### src/shared/dcd_defines.vh
`ifndef DCD_DEFINES_VH
`define DCD_DEFINES_VH

// Clock period of clk_sys_i in picoseconds (125 MHz).
`define DCD_CLK_PS          8000

// Raw command kinds seen on CS#, RAS#, CAS#, WE# before the clock enable is weighed.
`define DCD_KIND_NOP        3'h0
`define DCD_KIND_MRS        3'h1
`define DCD_KIND_REF        3'h2
`define DCD_KIND_PRE        3'h3
`define DCD_KIND_ACT        3'h4
`define DCD_KIND_WR         3'h5
`define DCD_KIND_RD         3'h6
`define DCD_KIND_ZQ         3'h7

// Resolved command codes reported on cmd_code_o.
`define DCD_CMD_NONE        4'h0
`define DCD_CMD_MRS         4'h1
`define DCD_CMD_REF         4'h2
`define DCD_CMD_PRE         4'h3
`define DCD_CMD_PRECHARGE_EVERY_BANK        4'h4
`define DCD_CMD_ACT         4'h5
`define DCD_CMD_WR          4'h6
`define DCD_CMD_RD          4'h7
`define DCD_CMD_IMPEDANCE_CAL_LONG        4'h8
`define DCD_CMD_IMPEDANCE_CAL_SHORT        4'h9
`define DCD_CMD_SRE         4'hA
`define DCD_CMD_PDE         4'hB
`define DCD_CMD_PDX         4'hC
`define DCD_CMD_SRX         4'hD

// Address field positions.
`define DCD_A10             10
`define DCD_A12             12

// Organisation select on cfg_org_i.
`define DCD_ORG_X4          2'h0
`define DCD_ORG_X8          2'h1
`define DCD_ORG_X16         2'h2

// Burst mode field of mode register 0 (address bits 1:0).
`define DCD_BURST_EIGHT_FIXED 2'h0
`define DCD_BURST_ON_THE_FLY  2'h1
`define DCD_CHOP_FOUR_FIXED   2'h2
`define DCD_BURST_MODE_RESET  2'h0

// Clocks a burst keeps the data path busy, for full and chopped bursts alike.
`define DCD_BURST_CYC       4'h4

// Internal busy times in nanoseconds and the derived clock counts (rounded up).
`define DCD_PRECHARGE_NS    15
`define DCD_REFRESH_NS      260
`define DCD_PD_EXIT_NS      6
`define DCD_SR_EXIT_NS      270
`define DCD_PRECHARGE_CYC   ((`DCD_PRECHARGE_NS * 1000 + `DCD_CLK_PS - 1) / `DCD_CLK_PS)
`define DCD_REFRESH_CYC     ((`DCD_REFRESH_NS * 1000 + `DCD_CLK_PS - 1) / `DCD_CLK_PS)
`define DCD_PD_EXIT_CYC     ((`DCD_PD_EXIT_NS * 1000 + `DCD_CLK_PS - 1) / `DCD_CLK_PS)
`define DCD_SR_EXIT_CYC     ((`DCD_SR_EXIT_NS * 1000 + `DCD_CLK_PS - 1) / `DCD_CLK_PS)

`endif

### src/dcd_cmd_classify.v
`include "dcd_defines.vh"

// Turns the four command strobes into a raw command kind.
module dcd_cmd_classify (
	input  wire       cs_n_i,  // Chip select, active low.
	input  wire       ras_n_i, // Row strobe, active low.
	input  wire       cas_n_i, // Column strobe, active low.
	input  wire       we_n_i,  // Write enable, active low.
	output reg  [2:0] kind_o   // Raw command kind.
);

	////////////////////////////////////////////////////////////////////////////////
	// A deselected device sees a no-operation whatever the other strobes carry.
	always @* begin
		kind_o = `DCD_KIND_NOP;
		if (!cs_n_i) begin
			case ({ras_n_i, cas_n_i, we_n_i})
				3'h0: kind_o = `DCD_KIND_MRS;
				3'h1: kind_o = `DCD_KIND_REF;
				3'h2: kind_o = `DCD_KIND_PRE;
				3'h3: kind_o = `DCD_KIND_ACT;
				3'h4: kind_o = `DCD_KIND_WR;
				3'h5: kind_o = `DCD_KIND_RD;
				3'h6: kind_o = `DCD_KIND_ZQ;
				default: kind_o = `DCD_KIND_NOP;
			endcase
		end
	end

endmodule

### src/dcd_bank_tracker.v
`include "dcd_defines.vh"

// Keeps the open-bank map and the busy times of bursts, precharges and refreshes.
module dcd_bank_tracker (
	input  wire       clk_sys_i,   // System clock.
	input  wire       rst_i,       // Synchronous reset, active high.
	input  wire       reset_n_i,   // Asynchronous device reset, active low.
	input  wire       cmd_valid_i, // Registered command pulse.
	input  wire [3:0] cmd_code_i,  // Registered command code.
	input  wire [2:0] cmd_bank_i,  // Registered bank address.
	input  wire       auto_pre_i,  // Auto precharge with a read or write.
	output reg  [7:0] banks_open_o, // One bit per open bank.
	output wire       burst_busy_o, // A burst is running.
	output wire       precharging_o, // A precharge is running.
	output wire       refreshing_o  // A refresh is running.
);

	localparam integer PRE_FULL = `DCD_PRECHARGE_CYC;
	localparam integer REF_FULL = `DCD_REFRESH_CYC;
	localparam [7:0]   PRE_CYC  = PRE_FULL[7:0];
	localparam [7:0]   REF_CYC  = REF_FULL[7:0];

	reg  [3:0] burst_cnt;
	reg  [7:0] ap_pend;
	reg  [7:0] pre_cnt;
	reg  [7:0] ref_cnt;
	wire       is_rdwr;
	wire       burst_end;
	wire [4:0] burst_sum;

	assign is_rdwr       = cmd_valid_i && (cmd_code_i == `DCD_CMD_RD || cmd_code_i == `DCD_CMD_WR);
	assign burst_end     = (burst_cnt == 4'h1) && !is_rdwr;
	assign burst_sum     = {1'b0, burst_cnt} + {1'b0, `DCD_BURST_CYC};
	assign burst_busy_o  = (burst_cnt != 4'h0);
	assign precharging_o = (pre_cnt != 8'h00);
	assign refreshing_o  = (ref_cnt != 8'h00);

	////////////////////////////////////////////////////////////////////////////////
	// A new read or write is appended behind the running burst, never cutting it short.
	always @(posedge clk_sys_i or negedge reset_n_i) begin
		if (!reset_n_i) begin
			burst_cnt    <= 4'h0;
			ap_pend      <= 8'h00;
			pre_cnt      <= 8'h00;
			ref_cnt      <= 8'h00;
			banks_open_o <= 8'h00;
		end else if (rst_i) begin
			burst_cnt    <= 4'h0;
			ap_pend      <= 8'h00;
			pre_cnt      <= 8'h00;
			ref_cnt      <= 8'h00;
			banks_open_o <= 8'h00;
		end else begin
			if (is_rdwr) begin
				burst_cnt <= burst_sum[4] ? 4'hF : (burst_sum[3:0] - 4'h1);
				if (auto_pre_i) begin
					ap_pend[cmd_bank_i] <= 1'b1;
				end
			end else if (burst_cnt != 4'h0) begin
				burst_cnt <= burst_cnt - 4'h1;
			end
			if (ref_cnt != 8'h00) begin
				ref_cnt <= ref_cnt - 8'h01;
			end
			if (pre_cnt != 8'h00) begin
				pre_cnt <= pre_cnt - 8'h01;
			end
			// Auto precharge closes its banks when the last burst has left.
			if (burst_end && ap_pend != 8'h00) begin
				banks_open_o <= banks_open_o & ~ap_pend;
				ap_pend      <= 8'h00;
				pre_cnt      <= PRE_CYC;
			end
			if (cmd_valid_i) begin
				case (cmd_code_i)
					`DCD_CMD_ACT: banks_open_o[cmd_bank_i] <= 1'b1;
					`DCD_CMD_PRE: begin
						if (banks_open_o[cmd_bank_i]) begin
							banks_open_o[cmd_bank_i] <= 1'b0;
							pre_cnt                  <= PRE_CYC;
						end
					end
					`DCD_CMD_PRECHARGE_EVERY_BANK: begin
						banks_open_o <= 8'h00;
						pre_cnt      <= PRE_CYC;
					end
					`DCD_CMD_REF: ref_cnt <= REF_CYC;
					default: ;
				endcase
			end
		end
	end

endmodule

### src/dcd_cmd_decoder.v
`include "dcd_defines.vh"

module dcd_cmd_decoder (
	input  wire        clk_sys_i,      // System clock, 125 MHz.
	input  wire        rst_i,          // Synchronous reset, active high.
	input  wire        reset_n_i,      // Device reset pin, asynchronous, active low.
	input  wire        cke_i,          // Clock enable.
	input  wire        cs_n_i,         // Chip select, active low.
	input  wire        ras_n_i,        // Row strobe, active low.
	input  wire        cas_n_i,        // Column strobe, active low.
	input  wire        we_n_i,         // Write enable, active low.
	input  wire        odt_i,          // Termination control, not used by decode.
	input  wire [2:0]  ba_i,           // Bank address.
	input  wire [15:0] addr_i,         // Address bus.
	input  wire [1:0]  cfg_org_i,      // Data-width organisation.
	output reg         cmd_valid_o,    // One-cycle pulse with each decoded command.
	output reg  [3:0]  cmd_code_o,     // Decoded command code.
	output reg  [2:0]  cmd_bank_o,     // Bank, or mode register select in bits 1:0.
	output reg  [15:0] cmd_row_o,      // Row address trimmed to the organisation.
	output reg  [10:0] cmd_col_o,      // Column address trimmed to the organisation.
	output reg  [15:0] cmd_opcode_o,   // Raw address, the opcode of a mode-register set.
	output reg         auto_pre_o,     // Read or write with auto precharge.
	output reg         chop_o,         // Read or write is a chopped burst of four.
	output reg         illegal_o,      // One-cycle pulse on an unlisted sequence.
	output reg  [3:0]  power_state_o,  // One-hot power state.
	output reg  [1:0]  burst_mode_o,   // Burst mode held from mode register 0.
	output wire        self_refresh_o, // Self refresh in force.
	output wire        idle_o,         // All banks idle.
	output wire [7:0]  banks_open_o,   // One bit per open bank.
	output wire        burst_busy_o    // A burst is running.
);

	////////////////////////////////////////////////////////////////////////////////
	// Power states and timing counts.

	localparam [3:0] ST_ON     = 4'h1;
	localparam [3:0] ST_PD_PRE = 4'h2;
	localparam [3:0] ST_PD_ACT = 4'h4;
	localparam [3:0] ST_SELF   = 4'h8;

	// Exit counts are worked out as integers, then cut to the width of the exit counter.
	localparam integer PD_EXIT_FULL = `DCD_PD_EXIT_CYC;
	localparam integer SR_EXIT_FULL = `DCD_SR_EXIT_CYC;
	localparam [7:0]   PD_EXIT_CYC  = PD_EXIT_FULL[7:0];
	localparam [7:0]   SR_EXIT_CYC  = SR_EXIT_FULL[7:0];

	////////////////////////////////////////////////////////////////////////////////
	// Address field trimming per organisation.

	// The x16 part has one row bit fewer than the narrower parts.
	function [15:0] dcd_row_field;
		input [1:0]  org;
		input [15:0] addr;
		begin
			if (org == `DCD_ORG_X16) begin
				dcd_row_field = addr & 16'h7FFF;
			end else begin
				dcd_row_field = addr;
			end
		end
	endfunction

	// Only the x4 part uses A11 as its top column bit; A10 is never a column bit.
	function [10:0] dcd_col_field;
		input [1:0]  org;
		input [15:0] addr;
		begin
			if (org == `DCD_ORG_X4) begin
				dcd_col_field = {addr[11], addr[9:0]};
			end else begin
				dcd_col_field = {1'b0, addr[9:0]};
			end
		end
	endfunction

	// Chop decision from the held burst mode and A12 of the command.
	function dcd_chop;
		input [1:0] mode;
		input       a12;
		begin
			if (mode == `DCD_BURST_ON_THE_FLY) begin
				dcd_chop = ~a12;
			end else begin
				dcd_chop = (mode == `DCD_CHOP_FOUR_FIXED);
			end
		end
	endfunction

	// Banks all closed, no burst, precharge or refresh running, and no exit time left.
	function dcd_bank_quiet;
		input [7:0] banks;
		input       busy;
		input       pre;
		input       refr;
		input [7:0] exit_left;
		begin
			dcd_bank_quiet = (banks == 8'h00) && !busy && !pre && !refr && (exit_left == 8'h00);
		end
	endfunction

	// A read or a write, the two commands that start a burst.
	function dcd_is_rdwr;
		input [3:0] code;
		begin
			dcd_is_rdwr = (code == `DCD_CMD_RD) || (code == `DCD_CMD_WR);
		end
	endfunction

	////////////////////////////////////////////////////////////////////////////////
	// Signals.

	reg        cke_prev;
	reg  [3:0] state;
	reg  [7:0] exit_cnt;
	reg  [3:0] next_state;
	reg  [3:0] next_code;
	reg        next_illegal;
	reg  [7:0] next_exit_cnt;
	wire [2:0] kind;
	wire       kind_nop;
	wire       precharging;
	wire       refreshing;
	wire       next_valid;

	////////////////////////////////////////////////////////////////////////////////
	// Raw command classification and bank bookkeeping.

	dcd_cmd_classify u_classify (
		.cs_n_i  (cs_n_i),
		.ras_n_i (ras_n_i),
		.cas_n_i (cas_n_i),
		.we_n_i  (we_n_i),
		.kind_o  (kind)
	);

	dcd_bank_tracker u_tracker (
		.clk_sys_i     (clk_sys_i),
		.rst_i         (rst_i),
		.reset_n_i     (reset_n_i),
		.cmd_valid_i   (cmd_valid_o),
		.cmd_code_i    (cmd_code_o),
		.cmd_bank_i    (cmd_bank_o),
		.auto_pre_i    (auto_pre_o),
		.banks_open_o  (banks_open_o),
		.burst_busy_o  (burst_busy_o),
		.precharging_o (precharging),
		.refreshing_o  (refreshing)
	);

	// Deselect and no-operation both arrive here as the no-operation kind.
	assign kind_nop = (kind == `DCD_KIND_NOP);

	// Idle needs the enable high on both edges, closed banks and no busy time left.
	assign idle_o = (state == ST_ON) && cke_prev && cke_i
		&& dcd_bank_quiet(banks_open_o, burst_busy_o, precharging, refreshing, exit_cnt);

	// The enable returning high ends self refresh without waiting for an edge.
	assign self_refresh_o = (state == ST_SELF) && !cke_i;

	assign next_valid = (next_code != `DCD_CMD_NONE);

	////////////////////////////////////////////////////////////////////////////////
	// Command and power-state decode; the termination input is not looked at here.
	always @* begin
		next_state    = state;
		next_code     = `DCD_CMD_NONE;
		next_illegal  = 1'b0;
		next_exit_cnt = (exit_cnt != 8'h00) ? (exit_cnt - 8'h01) : 8'h00;
		case (state)
			ST_ON: begin
				if (cke_prev && cke_i) begin
					case (kind)
						`DCD_KIND_MRS: next_code = `DCD_CMD_MRS;
						`DCD_KIND_REF: next_code = `DCD_CMD_REF;
						`DCD_KIND_PRE: next_code = addr_i[`DCD_A10] ? `DCD_CMD_PRECHARGE_EVERY_BANK : `DCD_CMD_PRE;
						`DCD_KIND_ACT: next_code = `DCD_CMD_ACT;
						`DCD_KIND_WR:  next_code = `DCD_CMD_WR;
						`DCD_KIND_RD:  next_code = `DCD_CMD_RD;
						`DCD_KIND_ZQ:  next_code = addr_i[`DCD_A10] ? `DCD_CMD_IMPEDANCE_CAL_LONG : `DCD_CMD_IMPEDANCE_CAL_SHORT;
						default:       next_code = `DCD_CMD_NONE;
					endcase
				end else if (cke_prev && !cke_i) begin
					// Idle is judged on the state just before this edge, the falling enable aside.
					if (kind == `DCD_KIND_REF
						&& dcd_bank_quiet(banks_open_o, burst_busy_o, precharging, refreshing, exit_cnt)) begin
						next_state = ST_SELF;
						next_code  = `DCD_CMD_SRE;
					end else begin
						// Any other command with a falling enable, save a no-operation, is flagged, then handled as no-operation.
						next_illegal = !kind_nop;
						next_code    = `DCD_CMD_PDE;
						if (banks_open_o != 8'h00) begin
							next_state = ST_PD_ACT;
						end else begin
							next_state = ST_PD_PRE;
						end
					end
				end
			end
			ST_PD_PRE, ST_PD_ACT: begin
				if (!cke_prev && cke_i) begin
					next_state    = ST_ON;
					next_code     = `DCD_CMD_PDX;
					next_illegal  = !kind_nop;
					next_exit_cnt = PD_EXIT_CYC;
				end
			end
			ST_SELF: begin
				// The enable alone ends self refresh; its level at the previous edge was low.
				if (cke_i) begin
					next_state    = ST_ON;
					next_code     = `DCD_CMD_SRX;
					next_illegal  = !kind_nop;
					next_exit_cnt = SR_EXIT_CYC;
				end
			end
			default: begin
				next_state = ST_ON;
			end
		endcase
	end

	////////////////////////////////////////////////////////////////////////////////
	// State, enable history and registered command outputs; the device reset is asynchronous.
	always @(posedge clk_sys_i or negedge reset_n_i) begin
		if (!reset_n_i) begin
			cke_prev      <= 1'b0;
			state         <= ST_ON;
			exit_cnt      <= 8'h00;
			cmd_valid_o   <= 1'b0;
			cmd_code_o    <= `DCD_CMD_NONE;
			cmd_bank_o    <= 3'h0;
			cmd_row_o     <= 16'h0000;
			cmd_col_o     <= 11'h000;
			cmd_opcode_o  <= 16'h0000;
			auto_pre_o    <= 1'b0;
			chop_o        <= 1'b0;
			illegal_o     <= 1'b0;
			power_state_o <= ST_ON;
			burst_mode_o  <= `DCD_BURST_MODE_RESET;
		end else if (rst_i) begin
			cke_prev      <= 1'b0;
			state         <= ST_ON;
			exit_cnt      <= 8'h00;
			cmd_valid_o   <= 1'b0;
			cmd_code_o    <= `DCD_CMD_NONE;
			cmd_bank_o    <= 3'h0;
			cmd_row_o     <= 16'h0000;
			cmd_col_o     <= 11'h000;
			cmd_opcode_o  <= 16'h0000;
			auto_pre_o    <= 1'b0;
			chop_o        <= 1'b0;
			illegal_o     <= 1'b0;
			power_state_o <= ST_ON;
			burst_mode_o  <= `DCD_BURST_MODE_RESET;
		end else begin
			cke_prev      <= cke_i;
			state         <= next_state;
			power_state_o <= next_state;
			exit_cnt      <= next_exit_cnt;
			cmd_valid_o   <= next_valid;
			cmd_code_o    <= next_code;
			illegal_o     <= next_illegal;
			// Address fields only move when a command code is reported, so a no-operation changes nothing unless the enable changes.
			if (next_valid) begin
				cmd_bank_o   <= ba_i;
				cmd_row_o    <= dcd_row_field(cfg_org_i, addr_i);
				cmd_col_o    <= dcd_col_field(cfg_org_i, addr_i);
				cmd_opcode_o <= addr_i;
				auto_pre_o   <= dcd_is_rdwr(next_code) && addr_i[`DCD_A10];
				chop_o       <= dcd_is_rdwr(next_code) && dcd_chop(burst_mode_o, addr_i[`DCD_A12]);
			end
			// Mode register 0 holds the burst mode that steers chop decoding.
			if (next_code == `DCD_CMD_MRS && ba_i == 3'h0) begin
				burst_mode_o <= addr_i[1:0];
			end
		end
	end

endmodule

### config.mk
export PLATFORM = sky130hd
export DESIGN_NAME = dcd_cmd_decoder
export DESIGN_NICKNAME = d
export VERILOG_FILES = /design/src/dcd_cmd_classify.v /design/src/dcd_bank_tracker.v /design/src/dcd_cmd_decoder.v
export VERILOG_INCLUDE_DIRS = /design/src /design/src/shared
export SDC_FILE = /design/constraint.sdc
export NUM_CORES = 1
export LEC_CHECK = 0
export BUFFER_PORTS_ARGS = -buffer_cell sky130_fd_sc_hd__buf_4
export CELL_PAD_IN_SITES_DETAIL_PLACEMENT = 2
export CELL_PAD_IN_SITES_GLOBAL_PLACEMENT = 2
export CORE_AREA = 5 5 120 122
export DETAILED_ROUTE_END_ITERATION = 16
export DIE_AREA = 0 0 125 127
export PLACE_DENSITY_LB_ADDON = 0.1
export SYNTH_ARGS = -nofsm -noshare
export SYNTH_HDL_FRONTEND = slang
export SYNTH_SLANG_ARGS = --single-unit
### constraint.sdc
create_clock -name clk_sys_i -period 4.3 [get_ports clk_sys_i]
set_clock_uncertainty 0.2 [all_clocks]
set_input_delay 0.43 -clock clk_sys_i [delete_from_list [all_inputs] [get_ports clk_sys_i]]
set_output_delay 0.43 -clock clk_sys_i [all_outputs]
set_load 0.03 [all_outputs]
# Yosys cells after proc, flatten, opt, wreduce, memory -nomap -nowiden
# Index checks and enable logic that the tools add are counted.
# W data, S select, Z words.
[classes]
n_mul = 0
eq_ne = 34
n_addsub = 6
n_lt_le_gt_ge = 2
n_reduce_logical = 49
n_shift = 0
muxes = 81
bitwise_logic = 7
div_mod_pow = 0
[ops]
columns = ["cell", "count"]
rows = [
  ["$mux W8", 22],
  ["$mux W16", 5],
  ["$mux W4", 15],
  ["$reduce_bool A8 Y1", 5],
  ["$mux W11", 3],
  ["$pmux W8 S2", 2],
  ["$eq A4 B3 Y1 const B", 7],
  ["$pmux W4 S7", 1],
  ["$pmux W4 S3", 2],
  ["$pmux W8 S3", 1],
  ["$sub A8 B1 Y8 const B", 3],
  ["$eq A3 B3 Y1 const B", 7],
  ["$pmux W3 S7", 1],
  ["$logic_and A1 B1 Y1", 19],
  ["$mux W1", 19],
  ["$and A8 B8 Y8", 2],
  ["$logic_not A8 Y1", 2],
  ["$not A8 Y8", 2],
  ["$or A8 B8 Y8", 2],
  ["$mux W3", 5],
  ["$eq A3 B2 Y1 const B", 4],
  ["$eq A4 B1 Y1 const B", 3],
  ["$eq A4 B2 Y1 const B", 3],
  ["$logic_not A3 Y1", 3],
  ["24 further kinds", 41],
]
[totals]
input_bits = 30
latchBits = 0
mem_bits_rw = 0
elab_cells = 197
n_memories = 0
rom_bits = 0
output_inout_bits = 71
regBits = 105

# Depth between registers and ports, before layout
# Gate-level depths: netlist of the first run.
[logic_depth]
ltp_word = 17
ltp_mapped = 10
mapped_depth_nobuf = 8

# Hierarchy
# Synthesis of the first run repeated with hierarchy kept, for this count alone.
[hier_totals]
hier_cells = 481
area_unflattened_um2 = 4647.0
[by_module_without_submodules]
columns = ["mod", "seq_area_each_um2", "n_inst", "cells_each", "area_each_um2"]
rows = [
  ["dcd_cmd_decoder", 1102.3, 1, 247, 2468.6],
  ["dcd_bank_tracker", 900.9, 1, 228, 2139.6],
  ["dcd_cmd_classify", 0.0, 1, 6, 38.8],
]

# Worst setup path before layout of the first run
# Ideal clock, no wire load.
[synth_path]
path_type = "flip-flop to output port"
startpoint = "reg u_tracker.ref_cnt[0]"
endpoint = "out idle_o"
path_stages_with_launch = 6
n_path_buf = 0
arrival_time_ns = 2.558
path_slack_ns = 1.112
required_time_ns = 3.670
path_cell_list = "dfrtp_1 inv_1 ha_1 or3b_2 or4_4 nor4_1"
[synth_via]
elab_chain_len = 5
[synth_rtl]
columns = ["element", "line", "text"]
rows = [
  ["from (decl)", "dcd_bank_tracker.v:26", "reg [7:0] ref_cnt;"],
  ["from (signal assigned)", "dcd_bank_tracker.v:63", "ref_cnt <= ref_cnt - 8'h01;"],
  ["$reduce_bool A8 Y1", "dcd_bank_tracker.v:36", "assign refreshing_o = (ref_cnt != 8'h00);"],
  ["$logic_not A1 Y1", "dcd_cmd_decoder.v:97", "dcd_bank_quiet = (banks == 8'h00) && !busy && !pre && !refr && (exit_left == 8'h00);"],
  ["$logic_and A1 B1 Y1 (2 in series)", "dcd_cmd_decoder.v:97", ""],
  ["$logic_and A1 B1 Y1", "dcd_cmd_decoder.v:155", "&& dcd_bank_quiet(banks_open_o, burst_busy_o, precharging, refreshing, exit_cnt);"],
  ["to (decl)", "dcd_cmd_decoder.v:28", "output wire idle_o,"],
]
# Every way passes these cells.

# Worst setup path after layout of the first run
[layout_path]
startpoint = "reg u_tracker.ref_cnt[0]"
endpoint = "reg cmd_bank_o[1]"
[layout_via]
elab_chain_len = 11
[layout_rtl]
columns = ["element", "line", "text"]
rows = [
  ["$reduce_bool A8 Y1", "dcd_bank_tracker.v:36", ""],
  ["$logic_not A1 Y1", "dcd_cmd_decoder.v:97", ""],
  ["$logic_and A1 B1 Y1 (2 in series)", "dcd_cmd_decoder.v:97", ""],
  ["$logic_and A1 B1 Y1", "dcd_cmd_decoder.v:184", "if (kind == `DCD_KIND_REF"],
  ["$mux W1", "dcd_cmd_decoder.v:184", ""],
  ["$mux W4", "dcd_cmd_decoder.v:182", "end else if (cke_prev && !cke_i) begin"],
  ["$mux W4", "dcd_cmd_decoder.v:171", "if (cke_prev && cke_i) begin"],
  ["$pmux W4 S3", "dcd_cmd_decoder.v:169", "case (state)"],
  ["$reduce_bool A4 Y1 (no source line)", "n/a", ""],
  ["$reduce_bool A2 Y1 (no source line)", "n/a", ""],
  ["to (signal assigned)", "dcd_cmd_decoder.v:266", "cmd_bank_o <= ba_i;"],
  ["to (decl)", "dcd_cmd_decoder.v:18", "output reg [2:0] cmd_bank_o,"],
]
# Every way passes these cells.
# A chain may end at the register's enable or synchronous reset.

==> results.tsv, run 1 <==
stage	metric	value	unit
timing	setup_viol	0	
cells_and_area	seqCellArea	2000	um2
hold_path	hold_path_depth	3	
drt	ant_nets	0	
timing	tns	0	ps
critical_path	r2r_slack	940	ps
yosys	ys_seq_area_share	42.9	%
die	die_x	125	um
die	rows	42	
drt	drtIter0Drc	141	
hold_path	hp-class	primary input to flop	
flow_run	drv_cap	0	
timing	drv_slew	0	
clock_tree	insertion_delay	340	ps
yosys	syn_area	4670	um2
clock_tree	cts_tree	yes	
grt	overflow	0	
critical_path	crit_fanout	9	
yosys	yosys-top-cells-area	dfrtp_1, nand2_1, mux2i_1, nor2_1, buf_4	
timing	tightest_slew	665	ps
cells_and_area	final_util	43.7	%
yosys	postSynthCellCount	506	
drt	routed_via_density	5.24	
critical_path	crit_buf_inv	2	
clock_tree	cts_sinks	80	
clock_tree	path_clk_slew	70	ps
power_and_ir_drop	vdd_drop_max	0.170	mV
cells_and_area	multi_input_area	2270	um2
place	io_buffers	99	
yosys	synth_ff_type	dfrtp_1	
clock_tree	cts_resized	0	
timing	fin_crit	3360	ps
critical_path	reg2reg_depth	9	
cells_and_area	area_growth	22.6	%
die	io_pins	101	
timing	fin_crit_sh	78.0	%
critical_path	startpoint_type	flop	
critical_path	worst-path-stages	9	
drt	wl_per_cell	19.1	um
die	core_area	13100	um2
drt	drc	0	
yosys	synth_edf_count	0	
cells_and_area	num_antenna_cells	0	
critical_path	worstPathRequired	4360	ps
die	dieArea	15900	um2
grt	grt.total_usage	19.0	%
power_and_ir_drop	power	0.00314	W
grt	grt_max_degree	47	
drt	totalWireLength	14500	um
timing	max_freq	298	MHz
critical_path	arrival	3420	ps
yosys	yosys_warnings	0	
clock_tree	cts_max_level	3	
drt	via_count	3977	
yosys	synth.distinct_cells	59	
clock_tree	root_buffer	clkbuf_16	
grt	grt_pass1_wl	24500	um
yosys	syn_nets	551	
yosys	synth-seq-cells	80	
timing	timing.hold.ws	140	ps
timing	final_hold_viol_count	0	
grt	grt_pass1_vias	4589	
cells_and_area	fillers	1439	
cells_and_area	final_nets	623	
place	globalplace.congestion	0.756	
power_and_ir_drop	p_leak	2.78	nW
clock_tree	cts_setup_buffers	0	
critical_path	cpPeakStageDelay	580	ps
grt	antenna_found_initial	0	
drt	drt_pass1_iterations	4	
critical_path	crit_chain	inv_1, ha_1, or3b_2, or4_4, nor4_4, o211ai_2, nor2b_2, buf_4, mux2i_1	
clock_tree	clock_path_buffers	2	
status	status	finished clean	
critical_path	cp_top_family	simple AND/OR/NAND/NOR gates	
place	hpwl	10500	um
yosys	async_flop_share	100	%
clock_tree	ctsHoldBuffers	1	
clock_tree	cts_made_buffers	9	
critical_path	cpMaxStageDelayCell	or4_4	
cells_and_area	drive_gt1_share	24.9	%
critical_path	worst-setup-path-type	flop to flop	
timing	rsz0062_at_grt	false	
yosys	synth_top_cell_by_area	dfrtp_1	
critical_path	worstSetupEndpointType	flop	
die	start_util	35.7	%
timing	max_slew_margin	55.6	%
yosys	synth_top_area_share	42.4	%
die	die_h	127	um
yosys	syn_avg_cell_area	9.22	um2
power_and_ir_drop	powerDensity	549	nW/um2
report_power, final:
part           internal (W)  leakage, nW  total (W)  switching, W
clock network      0.000540        0.165   0.000867      0.000327
logic              0.000492         1.53    0.00122      0.000725
registers          0.000894         1.08    0.00106      0.000163
total               0.00193         2.78    0.00314       0.00122
routing by layer:
layer	track usage [%]	vias to the layer above	wire length, um
met5	0	-	0
met4	4.46	0	149
met3	4.38	9	501
met2	34.3	71	7680
met1	23.0	2034	6200
li1	-	1863	-
final timing paths:
path                                         to                  from
max in group asynchronous              state[0]             reset_n_i
min                                cmd_row_o[9]             addr_i[9]
min in group asynchronous  u_tracker.ref_cnt[4]             reset_n_i
min reg2reg                              chop_o                chop_o
max reg2reg                       cmd_bank_o[1]  u_tracker.ref_cnt[0]
max                               cmd_bank_o[1]  u_tracker.ref_cnt[0]
kinds of logic (layout without fill, tap and decap cells):
| family | count (synthesis) | in the layout | synth area share, % |
|---|---|---|---|
| DFF | 80 | 80 | 42.9 |
| xor gates and xnor gates | 19 | 19 | 3.57 |
| and+or+nand+nor | 221 | 221 | 24.1 |
| adders and majority gates | 15 | 15 | 4.02 |
| buffers and inverters | 69 | 146 | 8.42 |
| muxes | 28 | 28 | 6.57 |
| AOI/OAI and AO/OA | 74 | 74 | 10.4 |
through the flow:
stage | instance area (um2) | cells | setup WS [ps]
final | 5720 | 759 | 945
after global routing | 5720 | 759 | 720
after CTS | 5720 | 759 | 888
after detailed placement | 5380 | 742 | 676
after global placement | 5380 | 742 | 852
after floorplan | 4670 | 506 | 1110
cells in the final DEF, fill, tap and decap left out, types with 10 or more instances in the layout:
master / n
nor3_1: 12
ha_1: 15
inv_1: 21
nand3_1: 16
nor2_1: 54
dfrtp_1: 79
xor2_1: 10
a21oi_1: 30
buf_4: 107
mux2i_1: 25
nand2_1: 71
sequential cells by signal (all words and copies together), names as in the netlist, 2 cells and up:
name and count:
burst_mode_o 2, u_tracker.banks_open_o 8, u_tracker.burst_cnt 4, cmd_bank_o 3, cmd_code_o 4, cmd_row_o 16, u_tracker.ap_pend 8, state 4
exit_cnt 8, u_tracker.ref_cnt 8, u_tracker.pre_cnt 8
cell type report:
type                            instances  share of cell area (%)
Clock buffer                           11                    4.42
Inverter                               22                    1.44
Timing Repair Buffer                  108                    14.2
Sequential cell                        80                    35.0
Tap cell                              176                    3.85
Clock inverter                          5                    1.38
Multi-Input combinational cell        357                    39.7
cells in the mapped netlist, drive strengths merged, types with 2 or more instances:
master,n
buf,28
nand3b,4
nor3,12
or4,4
a31oi,3
mux4,2
or3,6
mux2i,25
o31ai,2
nand2,71
inv,22
xor2,10
or3b,4
nand4b,3
o211a,2
a211oi,2
nor4,9
a21boi,2
dfrtp,79
clkbuf,19
o22ai,5
nor4b,4
o2111ai,3
nor2b,8
and2,2
nand2b,8
nor3b,4
and3,4
o211ai,4
a32o,2
xnor2,9
a2111oi,3
or2,5
nand3,16
nor2,54
a21oi,30
o21ai,9
ha,15
worst reg2reg max path: cells and delay by family, from the launching register on:
family          cells  cell delay (ps)
fa+ha+maj           1              160
flops               1              380
mux                 1              230
simple gates        4             1710
buf+inv             2              450
compound gates      1              160
(Power assumes the default switching activity.)
==> inputs of run 2 (changes only) <==
--- a/config.mk
+++ b/config.mk
@@ -9,9 +9,9 @@
 export BUFFER_PORTS_ARGS = -buffer_cell sky130_fd_sc_hd__buf_4
 export CELL_PAD_IN_SITES_DETAIL_PLACEMENT = 2
 export CELL_PAD_IN_SITES_GLOBAL_PLACEMENT = 2
-export CORE_AREA = 5 5 120 122
+export CORE_AREA = 5 5 131 133
 export DETAILED_ROUTE_END_ITERATION = 16
-export DIE_AREA = 0 0 125 127
+export DIE_AREA = 0 0 136 138
 export PLACE_DENSITY_LB_ADDON = 0.1
 export SYNTH_ARGS = -nofsm -noshare
 export SYNTH_HDL_FRONTEND = slang
==> constraint.sdc (replaced) <==
create_clock -name clk_sys_i -period 2.8 [get_ports clk_sys_i]
set_clock_uncertainty 0.2 [all_clocks]
set_input_delay 0.28 -clock clk_sys_i [delete_from_list [all_inputs] [get_ports clk_sys_i]]
set_output_delay 0.28 -clock clk_sys_i [all_outputs]
set_load 0.03 [all_outputs]
==> run 2 against run 1 <==
The flow now finishes with violations (negative setup slack); routed wire length grew 9.5%; cell area up 12%; sequential share of layout area shrank 3.6 points; worst setup slack worse by 990 ps; utilization is 3.1 points lower; sequential cell count is the same; sequential power up 49%; global-route usage fell by 1.4 points; die area up 18%; cell count rose by 13%; critical path type unchanged; critical endpoint is now cmd_row_o[11].
==> results.tsv, run 2 (synthesis gave the netlist of run 1 again) <==
stage	metric	value	unit
die	core_area	15700	um2
hold_path	hold_path_depth	3	
timing	fin_crit_sh	102	%
critical_path	arrival	2910	ps
place	globalplace.congestion	0.803	
clock_tree	cts_sinks	80	
drt	routed_via_density	4.91	
drt	totalWireLength	15900	um
drt	wl_per_cell	18.5	um
cells_and_area	area_growth	36.7	%
cells_and_area	largest_register	cmd_row_o	
timing	max_freq	351	MHz
grt	grt_pass1_vias	4897	
critical_path	worst-setup-path-type	flop to flop	
hold_path	hp-start	ba_i[2]	
cells_and_area	final_common_cell	buf_4	
clock_tree	cts_made_buffers	9	
critical_path	reg2reg_depth	10	
timing	max_slew_margin	62.3	%
critical_path	worst_r2r_endpoint	cmd_row_o[11]	
power_and_ir_drop	powerDensity	801	nW/um2
clock_tree	clock_path_buffers	2	
place	io_buffers	99	
grt	grt_max_degree	40	
hold_path	holdPathEnd	cmd_bank_o[2]	
clock_tree	cts_max_level	3	
die	dieArea	18800	um2
die	io_pins	101	
drt	via_count	4216	
power_and_ir_drop	power	0.00511	W
timing	final_hold_viol_count	0	
die	die_x	136	um
cells_and_area	largest_reg_flops	16	
critical_path	r2r_slack	-50	ps
timing	postLayoutSetupSlackWorst	-48.0	ps
status	status	finished, violations left	
critical_path	startpoint_type	flop	
critical_path	worstPathRequired	2860	ps
clock_tree	root_buffer	clkbuf_16	
timing	setup_viol	15	
clock_tree	cts_tree	yes	
status	violations	negative setup slack	
cells_and_area	final_nets	683	
clock_tree	insertion_delay	350	ps
critical_path	worstSetupEndpointType	flop	
die	rows	46	
drt	drtIter0Drc	115	
place	place_ws	-136	ps
grt	antenna_found_initial	0	
timing	fin_crit	2850	ps
grt	grt.total_usage	17.6	%
hold_path	hp-class	primary input to flop	
cells_and_area	mostFrequentLayoutCells	buf_4, dfrtp_1, nand2_1	
cells_and_area	drive_gt1_share	30.5	%
critical_path	crit_fanout	5	
place	hpwl	11900	um
cells_and_area	num_antenna_cells	0	
timing	rsz0062_at_grt	true	
grt	grt_pass1_wl	26400	um
drt	ant_nets	0	
timing	drv_slew	0	
power_and_ir_drop	vdd_drop_max	0.329	mV
drt	drt_pass1_iterations	4	
grt	overflow	0	
drt	drc	0	
timing	timing.hold.ws	10.4	ps
die	start_util	29.7	%
power_and_ir_drop	p_leak	3.11	nW
cells_and_area	fillers	1705	
die	die_h	138	um
clock_tree	path_clk_slew	60	ps
critical_path	r2r_start	u_tracker.ref_cnt[0]	
flow_run	drv_cap	0	
timing	tightest_slew	558	ps
[run 2: per-layer routing]
| layer | routed length, um | vias to the layer above | GRT usage, % |
|---|---|---|---|
| met5 | 0 | - | 0 |
| met4 | 214 | 0 | 5.15 |
| li1 | - | 1993 | - |
| met3 | 575 | 16 | 3.34 |
| met1 | 6610 | 2138 | 20.8 |
| met2 | 8510 | 69 | 32.0 |
[run 2: how the worst max path moves through the flow]
stage | from | to | slack [ps] | cells past startpoint
4_1_cts | u_tracker.ref_cnt[0] | cmd_col_o[10] | -140 | 9
3_3_place_gp | u_tracker.ref_cnt[0] | cmd_bank_o[0] | -40 | 9
2_1_floorplan | u_tracker.ref_cnt[0] | cmd_col_o[10] | -1 | 9
3_5_place_dp | u_tracker.ref_cnt[1] | cmd_row_o[13] | -140 | 9
6_report | u_tracker.ref_cnt[0] | cmd_row_o[11] | -50 | 10
5_1_grt | u_tracker.ref_cnt[0] | cmd_row_o[11] | -160 | 10
[run 2: power by group]
group / leakage (nW) / total [W] / internal [W] / switching [W]
Sequential: 1.08 / 0.00158 / 0.00137 / 0.000206
Combinational: 1.87 / 0.00223 / 0.00100 / 0.00123
Clock: 0.159 / 0.00130 / 0.000801 / 0.000497
Total: 3.11 / 0.00511 / 0.00317 / 0.00194
[run 2: timing repair]
action / in CTS / in global routing
gates resized for setup: 13 / 5
setup endpoints to repair: 25 / 29
gates cloned: 2 / 1
setup buffers: 4 / 2
pin swaps: 4 / 3
hold endpoints to repair: 54 / 0
hold buffers: 16 / 0
[run 2: cell type report]
class	count	area, um2	area share [%]
Multi-Input combinational cell	357	2320	36.3
Sequential cell	80	2000	31.4
Timing Repair Buffer	168	1390	21.8
Tap cell	216	270	4.24
Clock buffer	10	239	3.75
Inverter	22	82.6	1.29
Clock inverter	5	78.8	1.24
[run 2: worst max-delay path, stage by stage, from the launching register on]
cell and delay [ps]:
dfrtp_1 390, inv_2 90, ha_4 120, or3b_4 360, or4_4 570, nor4_4 220
o211ai_2 160, nor2b_4 170, buf_12 140, buf_12 120, mux2i_2 210
[run 2: through the flow]
step	utilization, %	cells	TNS, ps	area [um2]
after floorplan	-	506	-1.16	4670
after global placement	36.4	819	-495	5730
after detailed placement	36.4	819	-2330	5730
final	40.6	858	-338	6380
after global routing	40.6	858	-3310	6380
after CTS	40.4	856	-2910	6350
